<file path="src/shared/pxc_pkg.sv">
// Purpose: constants for the PHY extended control and interrupt mask bank
// Assumes: register indices are word indices; byte address is index times four
// Notes: none
`default_nettype none
package pxc_pkg;
  localparam int DATA_W = 32;
  localparam int REG_W = 16;
  localparam int SRC_W = 16;
  // ==========================================
  // Register word indices
  localparam logic [7:0] IDX_CTRL10 = 8'h16;
  localparam logic [7:0] IDX_CTRL1 = 8'h17;
  localparam logic [7:0] IDX_CTRL2 = 8'h18;
  localparam logic [7:0] IDX_IMASK = 8'h19;
  localparam logic [7:0] IDX_ISTAT = 8'h1A;
  // ==========================================
  // Field positions
  localparam int B_LINK_DIS = 15;
  localparam int B_JAB_DIS = 14;
  localparam int B_ECHO_DIS = 13;
  localparam int B_SQE_DIS = 12;
  localparam int B_SQL_LSB = 10;
  localparam int B_STICKY = 9;
  localparam int B_EOF = 8;
  localparam int B_DISC = 7;
  localparam int B_LINK = 6;
  localparam int B_CRS_LSB = 1;
  localparam int B_FAR_LB = 3;
  localparam int B_EDGE_LSB = 13;
  localparam int B_JUMBO_LSB = 4;
  localparam int B_CABLE_LB = 0;
  localparam int B_IRQ_EN = 15;
  // ==========================================
  // Reset values and writable bits
  localparam logic [15:0] RST_CTRL10 = 16'h3200;
  localparam logic [15:0] RST_CTRL1 = 16'h0000;
  localparam logic [15:0] RST_CTRL2 = 16'h0000;
  localparam logic [15:0] RST_IMASK = 16'h0000;
  localparam logic [15:0] WM_CTRL10 = 16'hFE06;
  localparam logic [15:0] WM_CTRL1 = 16'h0008;
  localparam logic [15:0] WM_CTRL2 = 16'hE031;
  localparam logic [15:0] WM_IMASK = 16'hFFBF;
  localparam logic [15:0] SRC_VALID = 16'h7FBF;
  localparam logic [1:0] CODE_RSVD = 2'h3;
  localparam logic [1:0] RESP_OKAY = 2'h0;
  localparam logic [1:0] RESP_SLVERR = 2'h2;
  // ==========================================
  // Carrier-sense equation codes
  typedef enum logic [1:0] {
    PXC_CRS_RX_OR_HDX_TX = 2'h0,
    PXC_CRS_ANY_HDX = 2'h1,
    PXC_CRS_RX_ONLY = 2'h2,
    PXC_CRS_RX_HDX = 2'h3
  } pxc_crs_t;
endpackage
`default_nettype wire

</file>
<file path="src/hw/pxc_crs.sv">
// Purpose: carrier-sense equation select
// Assumes: inputs synchronous to aclk
// Notes: output registered
`timescale 1ns/1ps
`default_nettype none
module pxc_crs (
  input wire logic aclk,
  input wire logic aresetn,
  input wire logic [1:0] crs_code,
  input wire logic rx_active,
  input wire logic tx_active,
  input wire logic full_duplex_flag,
  output logic carrier_sense
);
  import pxc_pkg::*;
  logic next_crs;
  wire hdx = !full_duplex_flag;
  always_comb begin
    case (pxc_crs_t'(crs_code))
      PXC_CRS_RX_OR_HDX_TX: next_crs = rx_active | (tx_active & hdx);
      PXC_CRS_ANY_HDX: next_crs = (rx_active | tx_active) & hdx;
      PXC_CRS_RX_ONLY: next_crs = rx_active;
      PXC_CRS_RX_HDX: next_crs = rx_active & hdx;
      default: next_crs = rx_active;
    endcase
  end
  always_ff @(posedge aclk) begin
    if (!aresetn) carrier_sense <= 1'b0;
    else carrier_sense <= next_crs;
  end
endmodule // pxc_crs
`default_nettype wire

</file>
<file path="src/hw/pxc_irq.sv">
// Purpose: pending latch, masked status view and interrupt line
// Assumes: evt bits are one-cycle pulses; rd_clr marks a status read
// Notes: an event in the clearing cycle stays pending
`timescale 1ns/1ps
`default_nettype none
module pxc_irq (
  input wire logic aclk,
  input wire logic aresetn,
  input wire logic [15:0] evt,
  input wire logic [15:0] mask,
  input wire logic rd_clr,
  output logic [15:0] status_word,
  output logic [15:0] pending,
  output logic irq
);
  import pxc_pkg::*;
  wire [15:0] live_mask = mask & SRC_VALID;
  wire [15:0] clr_bits = rd_clr ? live_mask : 16'h0000;
  wire [15:0] next_pending = (pending & ~clr_bits) | (evt & SRC_VALID);
  wire [15:0] shown = pending & live_mask;
  wire summary = mask[B_IRQ_EN] & (|shown);
  assign status_word = {summary, shown[14:0]};
  always_ff @(posedge aclk) begin
    if (!aresetn) begin
      pending <= 16'h0000;
      irq <= 1'b0;
    end else begin
      pending <= next_pending;
      irq <= summary;
    end
  end
endmodule // pxc_irq
`default_nettype wire

</file>
<file path="src/hw/pxc_regs.sv">
// Purpose: AXI4-Lite bank for PHY extended control, status and interrupts
// Assumes: event inputs are one-cycle pulses synchronous to aclk
// Notes: byte address = register index times four; wstrb[1:0] used
//
// Design decision made here: the AXI4-Lite interface to the registers.
`timescale 1ns/1ps
`default_nettype none
module pxc_regs #(
  parameter int ADDR_W = 8
) (
  input wire logic aclk,
  input wire logic aresetn,
  input wire logic [ADDR_W-1:0] s_axi_awaddr,
  input wire logic s_axi_awvalid,
  output logic s_axi_awready,
  input wire logic [pxc_pkg::DATA_W-1:0] s_axi_wdata,
  input wire logic [3:0] s_axi_wstrb,
  input wire logic s_axi_wvalid,
  output logic s_axi_wready,
  output logic [1:0] s_axi_bresp,
  output logic s_axi_bvalid,
  input wire logic s_axi_bready,
  input wire logic [ADDR_W-1:0] s_axi_araddr,
  input wire logic s_axi_arvalid,
  output logic s_axi_arready,
  output logic [pxc_pkg::DATA_W-1:0] s_axi_rdata,
  output logic [1:0] s_axi_rresp,
  output logic s_axi_rvalid,
  input wire logic s_axi_rready,
  input wire logic eof_err_evt,
  input wire logic tenbase_disc_evt,
  input wire logic tenbase_link_up,
  input wire logic rx_active,
  input wire logic tx_active,
  input wire logic full_duplex_flag,
  input wire logic [pxc_pkg::SRC_W-1:0] irq_evt,
  output logic link_integ_dis,
  output logic jabber_dis,
  output logic echo_dis,
  output logic sqe_test_dis,
  output logic [1:0] squelch_sel,
  output logic sticky_rst_en,
  output logic carrier_sense,
  output logic far_end_lpbk,
  output logic [2:0] edge_rate,
  output logic [1:0] jumbo_sel,
  output logic cable_lpbk,
  output logic irq
);
  import pxc_pkg::*;

  if (ADDR_W < 7) begin : g_addr_chk
    $error("ADDR_W too small for the register map");
  end

  // ==========================================
  // Helpers
  function automatic logic hit(input logic [ADDR_W-1:0] a, input logic [7:0] idx);
    hit = (a[1:0] == 2'h0) && (a[ADDR_W-1:2] == (ADDR_W-2)'(idx));
  endfunction

  function automatic logic [15:0] merge(input logic [15:0] old,
                                        input logic [31:0] wd,
                                        input logic [3:0] st,
                                        input logic [15:0] wm);
    logic [15:0] nw;
    nw = old;
    if (st[0]) nw[7:0] = wd[7:0];
    if (st[1]) nw[15:8] = wd[15:8];
    merge = (nw & wm) | (old & ~wm);
  endfunction

  // Reserved two-bit code leaves the field as it was
  function automatic logic [1:0] keep_rsvd(input logic [1:0] old, input logic [1:0] nw);
    keep_rsvd = (nw == CODE_RSVD) ? old : nw;
  endfunction

  // ==========================================
  // Write channel
  logic aw_held;
  logic w_held;
  logic [ADDR_W-1:0] awaddr_q;
  logic [31:0] wdata_q;
  logic [3:0] wstrb_q;

  wire aw_hs = s_axi_awvalid & s_axi_awready;
  wire w_hs = s_axi_wvalid & s_axi_wready;
  wire b_hs = s_axi_bvalid & s_axi_bready;
  wire wr_fire = aw_held & w_held & !s_axi_bvalid;
  wire next_aw_held = (aw_held | aw_hs) & !wr_fire;
  wire next_w_held = (w_held | w_hs) & !wr_fire;
  wire next_bvalid = wr_fire | (s_axi_bvalid & !s_axi_bready);

  wire wr_c10 = wr_fire & hit(awaddr_q, IDX_CTRL10);
  wire wr_c1 = wr_fire & hit(awaddr_q, IDX_CTRL1);
  wire wr_c2 = wr_fire & hit(awaddr_q, IDX_CTRL2);
  wire wr_msk = wr_fire & hit(awaddr_q, IDX_IMASK);
  wire wr_sts = wr_fire & hit(awaddr_q, IDX_ISTAT);
  wire wr_ok = wr_c10 | wr_c1 | wr_c2 | wr_msk | wr_sts;

  always_ff @(posedge aclk) begin
    if (!aresetn) begin
      aw_held <= 1'b0;
      w_held <= 1'b0;
      s_axi_awready <= 1'b0;
      s_axi_wready <= 1'b0;
      s_axi_bvalid <= 1'b0;
      s_axi_bresp <= RESP_OKAY;
    end else begin
      aw_held <= next_aw_held;
      w_held <= next_w_held;
      s_axi_awready <= !next_aw_held & !next_bvalid;
      s_axi_wready <= !next_w_held & !next_bvalid;
      s_axi_bvalid <= next_bvalid;
      if (wr_fire) s_axi_bresp <= wr_ok ? RESP_OKAY : RESP_SLVERR;
    end
  end

  always_ff @(posedge aclk) begin
    if (!aresetn) begin
      awaddr_q <= '0;
      wdata_q <= 32'h0000_0000;
      wstrb_q <= 4'h0;
    end else begin
      if (aw_hs) awaddr_q <= s_axi_awaddr;
      if (w_hs) wdata_q <= s_axi_wdata;
      if (w_hs) wstrb_q <= s_axi_wstrb;
    end
  end

  // ==========================================
  // Control registers
  logic [15:0] ctrl10_q;
  logic [15:0] ctrl1_q;
  logic [15:0] ctrl2_q;
  logic [15:0] imask_q;

  wire [15:0] c10_m = merge(ctrl10_q, wdata_q, wstrb_q, WM_CTRL10);
  wire [15:0] c2_m = merge(ctrl2_q, wdata_q, wstrb_q, WM_CTRL2);
  wire [1:0] sql_new = keep_rsvd(ctrl10_q[B_SQL_LSB +: 2], c10_m[B_SQL_LSB +: 2]);
  wire [1:0] jmb_new = keep_rsvd(ctrl2_q[B_JUMBO_LSB +: 2], c2_m[B_JUMBO_LSB +: 2]);
  wire [15:0] next_c10 = {c10_m[15:12], sql_new, c10_m[9:0]};
  wire [15:0] next_c2 = {c2_m[15:6], jmb_new, c2_m[3:0]};

  always_ff @(posedge aclk) begin
    if (!aresetn) begin
      ctrl10_q <= RST_CTRL10;
      ctrl1_q <= RST_CTRL1;
      ctrl2_q <= RST_CTRL2;
      imask_q <= RST_IMASK;
    end else begin
      if (wr_c10) ctrl10_q <= next_c10;
      if (wr_c1) ctrl1_q <= merge(ctrl1_q, wdata_q, wstrb_q, WM_CTRL1);
      if (wr_c2) ctrl2_q <= next_c2;
      if (wr_msk) imask_q <= merge(imask_q, wdata_q, wstrb_q, WM_IMASK);
    end
  end

  assign link_integ_dis = ctrl10_q[B_LINK_DIS];
  assign jabber_dis = ctrl10_q[B_JAB_DIS];
  assign echo_dis = ctrl10_q[B_ECHO_DIS];
  assign sqe_test_dis = ctrl10_q[B_SQE_DIS];
  assign squelch_sel = ctrl10_q[B_SQL_LSB +: 2];
  assign sticky_rst_en = ctrl10_q[B_STICKY];
  assign far_end_lpbk = ctrl1_q[B_FAR_LB];
  assign edge_rate = ctrl2_q[B_EDGE_LSB +: 3];
  assign jumbo_sel = ctrl2_q[B_JUMBO_LSB +: 2];
  assign cable_lpbk = ctrl2_q[B_CABLE_LB];

  // ==========================================
  // Read channel
  wire ar_hs = s_axi_arvalid & s_axi_arready;
  wire next_rvalid = ar_hs | (s_axi_rvalid & !s_axi_rready);
  wire rd_c10 = ar_hs & hit(s_axi_araddr, IDX_CTRL10);
  wire rd_sts = ar_hs & hit(s_axi_araddr, IDX_ISTAT);

  logic eof_flag;
  logic disc_flag;
  logic [15:0] status_word;
  logic [15:0] pending;

  // Event in the reading cycle survives the clear
  always_ff @(posedge aclk) begin
    if (!aresetn) begin
      eof_flag <= 1'b0;
      disc_flag <= 1'b0;
    end else begin
      eof_flag <= (eof_flag & !rd_c10) | eof_err_evt;
      disc_flag <= (disc_flag & !rd_c10) | tenbase_disc_evt;
    end
  end

  wire [15:0] c10_view = {ctrl10_q[15:9], eof_flag, disc_flag, tenbase_link_up,
                          3'h0, ctrl10_q[2:1], 1'b0};
  wire [15:0] rd_word =
    hit(s_axi_araddr, IDX_CTRL10) ? c10_view :
    hit(s_axi_araddr, IDX_CTRL1) ? (ctrl1_q & WM_CTRL1) :
    hit(s_axi_araddr, IDX_CTRL2) ? (ctrl2_q & WM_CTRL2) :
    hit(s_axi_araddr, IDX_IMASK) ? (imask_q & WM_IMASK) :
    hit(s_axi_araddr, IDX_ISTAT) ? status_word : 16'h0000;
  wire rd_ok = hit(s_axi_araddr, IDX_CTRL10) | hit(s_axi_araddr, IDX_CTRL1) |
               hit(s_axi_araddr, IDX_CTRL2) | hit(s_axi_araddr, IDX_IMASK) |
               hit(s_axi_araddr, IDX_ISTAT);

  always_ff @(posedge aclk) begin
    if (!aresetn) begin
      s_axi_arready <= 1'b0;
      s_axi_rvalid <= 1'b0;
      s_axi_rdata <= 32'h0000_0000;
      s_axi_rresp <= RESP_OKAY;
    end else begin
      s_axi_arready <= !next_rvalid;
      s_axi_rvalid <= next_rvalid;
      if (ar_hs) s_axi_rdata <= {16'h0000, rd_word};
      if (ar_hs) s_axi_rresp <= rd_ok ? RESP_OKAY : RESP_SLVERR;
    end
  end

  // ==========================================
  // Interrupt and carrier sense
  pxc_irq u_irq (
    .aclk(aclk),
    .aresetn(aresetn),
    .evt(irq_evt),
    .mask(imask_q),
    .rd_clr(rd_sts),
    .status_word(status_word),
    .pending(pending),
    .irq(irq)
  );

  pxc_crs u_crs (
    .aclk(aclk),
    .aresetn(aresetn),
    .crs_code(ctrl10_q[B_CRS_LSB +: 2]),
    .rx_active(rx_active),
    .tx_active(tx_active),
    .full_duplex_flag(full_duplex_flag),
    .carrier_sense(carrier_sense)
  );
endmodule // pxc_regs
`default_nettype wire

</file>
<file path="config.mk">
export PLATFORM = sky130hd
export DESIGN_NAME = pxc_regs
export DESIGN_NICKNAME = d
export VERILOG_FILES = /design/src/shared/pxc_pkg.sv /design/src/hw/pxc_crs.sv /design/src/hw/pxc_irq.sv /design/src/hw/pxc_regs.sv
export SDC_FILE = /design/constraint.sdc
export NUM_CORES = 1
export LEC_CHECK = 0
export BUFFER_PORTS_ARGS = -buffer_cell sky130_fd_sc_hd__buf_2
export CORE_MARGIN = 2
export CORE_UTILIZATION = 51
export DETAILED_ROUTE_END_ITERATION = 10
export PLACE_DENSITY = 0.8
export SYNTH_ARGS = -nofsm -noshare
export SYNTH_HDL_FRONTEND = slang
export SYNTH_HIERARCHICAL = 1
export SYNTH_SLANG_ARGS = --single-unit
</file>
<file path="constraint.sdc">
create_clock -name aclk -period 2 [get_ports aclk]
set_input_delay 0.3 -clock aclk [delete_from_list [all_inputs] [get_ports aclk]]
set_output_delay 0.3 -clock aclk [all_outputs]
set_load 0.05 [all_outputs]
</file>
After elaboration in Yosys (flattened, before gate mapping)
Cells that the tools add are included.
{"block": "classes", "eq_ne": 15, "muxes": 22, "bitwise": 50, "n_reduce_logical": 26}
{"cell": "16-bit 2-to-1 mux", "count": 5}
{"cell": "8-bit 2-to-1 mux", "count": 8}
{"cell": "6-bit by 5-bit equality test with 1-bit output (second input constant)", "count": 10}
{"cell": "1-bit bitwise AND", "count": 24}
{"cell": "16-bit by 15-bit bitwise AND with 16-bit output", "count": 1}
{"cell": "16-bit bitwise AND", "count": 1}
{"cell": "16-bit inverter", "count": 1}
{"cell": "1-bit OR", "count": 16}
{"cell": "16-bit by 13-bit OR with 16-bit output", "count": 1}
{"cell": "16-bit by 15-bit OR with 16-bit output", "count": 1}
{"cell": "16-bit by 7-bit OR with 16-bit output", "count": 1}
{"cell": "16-bit by 9-bit OR with 16-bit output", "count": 1}
{"cell": "4-bit by 16-bit OR with 16-bit output", "count": 1}
{"cell": "16-bit OR reduction", "count": 1}
{"cell": "15-bit 2-to-1 mux", "count": 1}
{"cell": "4-bit 2-to-1 mux", "count": 3}
{"cell": "1-bit logical AND", "count": 10}
{"cell": "1-bit zero test", "count": 10}
{"cell": "2-bit equality test (second input constant)", "count": 4}
{"cell": "2-bit zero test", "count": 3}
{"cell": "6-bit 2-to-1 mux", "count": 1}
{"cell": "2-bit 2-to-1 mux", "count": 2}
{"cell": "1-bit one-hot mux with 4 select lines", "count": 1}
{"cell": "2-bit AND reduction", "count": 2}
{"cell": "other kinds (3)", "count": 4}
{"block": "word_totals", "register_bits": 137, "output_inout_bits": 57}

Logic depth before layout (Yosys ltp)
{"block": "logic_depth", "word_depth": 8, "ltp_mapped": 8, "mapped_depth_nobuf": 5}

Cells and area by module
Netlist, hierarchy kept.
{"module": "pxc_regs", "n_inst": 1, "cells_each": 424, "area_each_um2": 3595.9, "seq_area_each_um2": 1661.6}
{"module": "pxc_irq", "n_inst": 1, "cells_each": 87, "area_each_um2": 728.2, "seq_area_each_um2": 300.3}
{"module": "pxc_crs", "n_inst": 1, "cells_each": 4, "area_each_um2": 47.5, "seq_area_each_um2": 20.0}

Worst setup path after synthesis
Ideal clock, no wire load.
{"block": "synth_path", "kind": "register to register", "startpoint": "register s_axi_bvalid", "endpoint": "register ctrl10_q[12]", "setup_ns": 0.120, "arrival_time_ns": 1.937, "required_time_ns": 1.880, "path_slack_ns": -0.057, "path_stages_with_launch": 5, "path_buffers": 0, "synth_period_minus_slack_ns": 2.057, "cell_sequence": "dfxtp_1 nand3b_1 nor4_4 nand2_4 a211o_1"}
{"block": "synth_via", "elab_chain_cells": 3}
{"element": "from (decl)", "line": "pxc_regs.sv:21", "rtl": "output logic s_axi_bvalid,"}
{"element": "from (signal assigned)", "line": "pxc_regs.sv:114", "rtl": "s_axi_bvalid <= next_bvalid;"}
{"element": "1-bit zero test", "line": "pxc_regs.sv:89", "rtl": "wire wr_fire = aw_held & w_held & !s_axi_bvalid;"}
{"element": "1-bit bitwise AND", "line": "pxc_regs.sv:89"}
{"element": "1-bit bitwise AND", "line": "pxc_regs.sv:94", "rtl": "wire wr_c10 = wr_fire & hit(awaddr_q, IDX_CTRL10);"}
{"element": "to (signal assigned)", "line": "pxc_regs.sv:152", "rtl": "if (wr_c10) ctrl10_q <= next_c10;"}
{"element": "to (decl)", "line": "pxc_regs.sv:133", "rtl": "logic [15:0] ctrl10_q;"}
Every way passes these cells.
A chain may end at the register's enable or synchronous reset.

Worst setup path after layout
{"block": "layout_path", "startpoint": "register awaddr_q[5]", "endpoint": "register ctrl2_q[14]"}
{"block": "layout_via", "elab_chain_cells": 3}
{"element": "from (decl)", "line": "pxc_regs.sv:82", "rtl": "logic [ADDR_W-1:0] awaddr_q;"}
{"element": "from (signal assigned)", "line": "pxc_regs.sv:125", "rtl": "if (aw_hs) awaddr_q <= s_axi_awaddr;"}
{"element": "6-bit by 5-bit equality test with 1-bit output", "line": "pxc_regs.sv:59", "rtl": "hit = (a[1:0] == 2'h0) && (a[ADDR_W-1:2] == (ADDR_W-2)'(idx));"}
{"element": "1-bit logical AND", "line": "pxc_regs.sv:59"}
{"element": "1-bit bitwise AND", "line": "pxc_regs.sv:96", "rtl": "wire wr_c2 = wr_fire & hit(awaddr_q, IDX_CTRL2);"}
{"element": "to (signal assigned)", "line": "pxc_regs.sv:154", "rtl": "if (wr_c2) ctrl2_q <= next_c2;"}
{"element": "to (decl)", "line": "pxc_regs.sv:135", "rtl": "logic [15:0] ctrl2_q;"}
Every way passes these cells.

==> key figures <==
Critical path
  • Crit-path leading delay family: simple AND/OR/NAND/NOR gates
  • Register-to-Register Path Depth: 4
  • CP required: 2250 ps
  • CP max-delay cell: or3b_2
  • RR Endpoint: ctrl2_q[14]
  • CP Depth: 4
  • Max incr delay on CP: 560 ps
  • Reg2reg start: awaddr_q[5]
  • Worst path bufs/invs: 0
  • R2r setup slk: 150 ps
  • CP startpoint kind: register
  • CP Capture Type: register
  • Crit Path Max Fanout: 7
  • Crit path kind: reg2reg
  • Cells along the critical path: or3b_2 > nor4_4 > nand2_1 > mux2i_1
  • WP data arrival: 2100 ps

Logic synthesis
  • Netlist Area Pre-Place: 4360 µm²
  • Post-Syn Area per Cell: 8.49 µm²
  • Synth warnings: 6
  • Post-Synthesis Cells: 513

Final layout
  • Final net count: 686
  • Finished Cell Area: 5120 µm²
  • Diode count: 0
  • Core Util, Final: 0.620
  • Filler Cell Count: 710
  • Non-Filler Instances: just over 700
  • Area Overhead vs Synth: 17.6%
  • Layout cell share with drive strength beyond 1: 0.244

Detailed routing
  • 1st-iter DRT viols: 222
  • ANT nets after route: 0
  • WL/cell: 14.6 µm
  • DRC errors left: 0
  • First drt pass iteration count: 5
  • Drt via density: approximately 5.4
  • Vias: 3851
  • WL final: 10400 µm

Die
  • Initial core utilization: 0.528
  • I/O pin count: about 140
  • Core area: ~8300 µm²
  • Die H: 96.4 µm
  • Die ar.: about 9300 µm²
  • Rows: 33
  • Die width: 96.4 µm

Timing
  • Minimum clock period after layout: 1850 ps
  • Clock Skew: 11.1 ps
  • Final setup fails: 0
  • Setup TNS: 0 ps
  • RSZ-0062 raised after global routing: false
  • F_max: 541 MHz
  • Max_slew headroom: 0.341
  • Final period utilization: 0.925
  • Fin. max-slew vios: 0
  • Final hold vios: 0
  • Least-Margin Pin Slew: 985 ps

Place
  • Port bufs: 98
  • DP Area: between 4000 and 5000 µm²
  • # placed instances: 699
  • GP Congestion: 0.852
  • Dpl hpwl: 7760 µm

Clocking
  • Clock transition at path regs: about 90 ps
  • Inserted Clock Buffers: 9
  • CTS H-Tree Depth: 3
  • Hold-fix buffers, CTS: 0
  • Root Driver: clkbuf_8
  • Postcts setup bufs: 0
  • CTS tree: yes
  • CTS max path bufs: 2
  • Clock tree sinks: 99
  • Clock latency on the worst-skew pair: 360 ps

Power
  • LEAKAGE: 2.12 nW
  • Maximum vdd ir drop: 0.367 mV
  • Power Density: 783 nW/µm²

Hold path
  • Hold/Removal Path Class: in2reg
  • Worst Hold End: eof_flag
  • Hold Startpoint: eof_err_evt
  • Hold Path Stages: 2

GRT
  • GRT Util Overall: 0.229
  • Global-route wire length before repair: approximately 16000 µm
  • GRT Residual Overflow: 0
  • Largest net degree at the start of global routing: 36
  • Number of global-route vias before repair: 3493
  • Initial antenna violation count: 0

Job
  • Max-Cap Viols: 0

Outcome
  • Outcome: finished, final reports clean
-- power breakdown --
group          total [mW]  switching [mW]  leakage [nW]  internal [mW]
combinational       0.398           0.275          1.19          0.123
clock                1.53           0.672         0.123          0.862
sequential           2.08          0.0467         0.807           2.03
total                4.01           0.994          2.12           3.02
-- per-layer routing --
layer	global-route usage	wire length, µm	vias up
met5	0	0	-
met4	0.0763	172	0
met3	0.0528	885	18
met2	0.365	4690	150
met1	0.308	4660	1762
li1	-	-	1921
-- layout by cell type, fill, tap and decap left out, types with 12 or more instances in the layout --
cell type,n
nand2_1,113
dfxtp_1,99
buf_2,98
a21oi_1,53
o21ai_0,24
nor2b_1,23
nand3_1,19
conb_1,19
nor2_1,18
buf_4,17
mux2i_1,15
and2_1,12
-- stage by stage --
step                      hold slack (ps)  worst slack [ps]  power (mW)
after global routing                  150              22.7        4.17
after floorplan                       418              46.9        2.42
after detailed placement              442              65.5        2.52
after global placement                431               107        2.51
final                                 155               151        4.01
after CTS                             144              40.8        4.02
-- what timing repair did --
item,in CTS,in global routing
hold endpoints to repair,0,0
gates resized for setup,0,0
setup endpoints to repair,0,8
-- worst max-delay path by stage --
stage	slack, ps	to	start
6_report	150	ctrl2_q[14]	awaddr_q[5]
5_1_grt	20	ctrl2_q[14]	awaddr_q[5]
4_1_cts	40	ctrl10_q[10]	awaddr_q[7]
3_5_place_dp	70	ctrl10_q[11]	awaddr_q[7]
3_3_place_gp	110	ctrl10_q[10]	awaddr_q[7]
2_1_floorplan	50	ctrl10_q[12]	s_axi_bvalid
-- sequential cells by signal (all words and copies together) (netlist names), 2 cells and up --
name / count
ctrl2_q: 6
wstrb_q: 2
wdata_q: 15
u_irq/pending: 14
ctrl10_q: 9
awaddr_q: 8
imask_q: 15
s_axi_rdata: 16
-- layout make-up --
cell class              instances  area [µm²]  area share
multi-input cells             378        2140       0.418
repair buffers                115         618       0.121
inverters                       2        7.51     0.00147
clock inverters                 5         100      0.0195
clock buffers                  11         141      0.0276
well taps                     105         131      0.0256
flip-flops and latches         99        1980       0.387
Note: power is estimated with default switching activity, not from simulation.
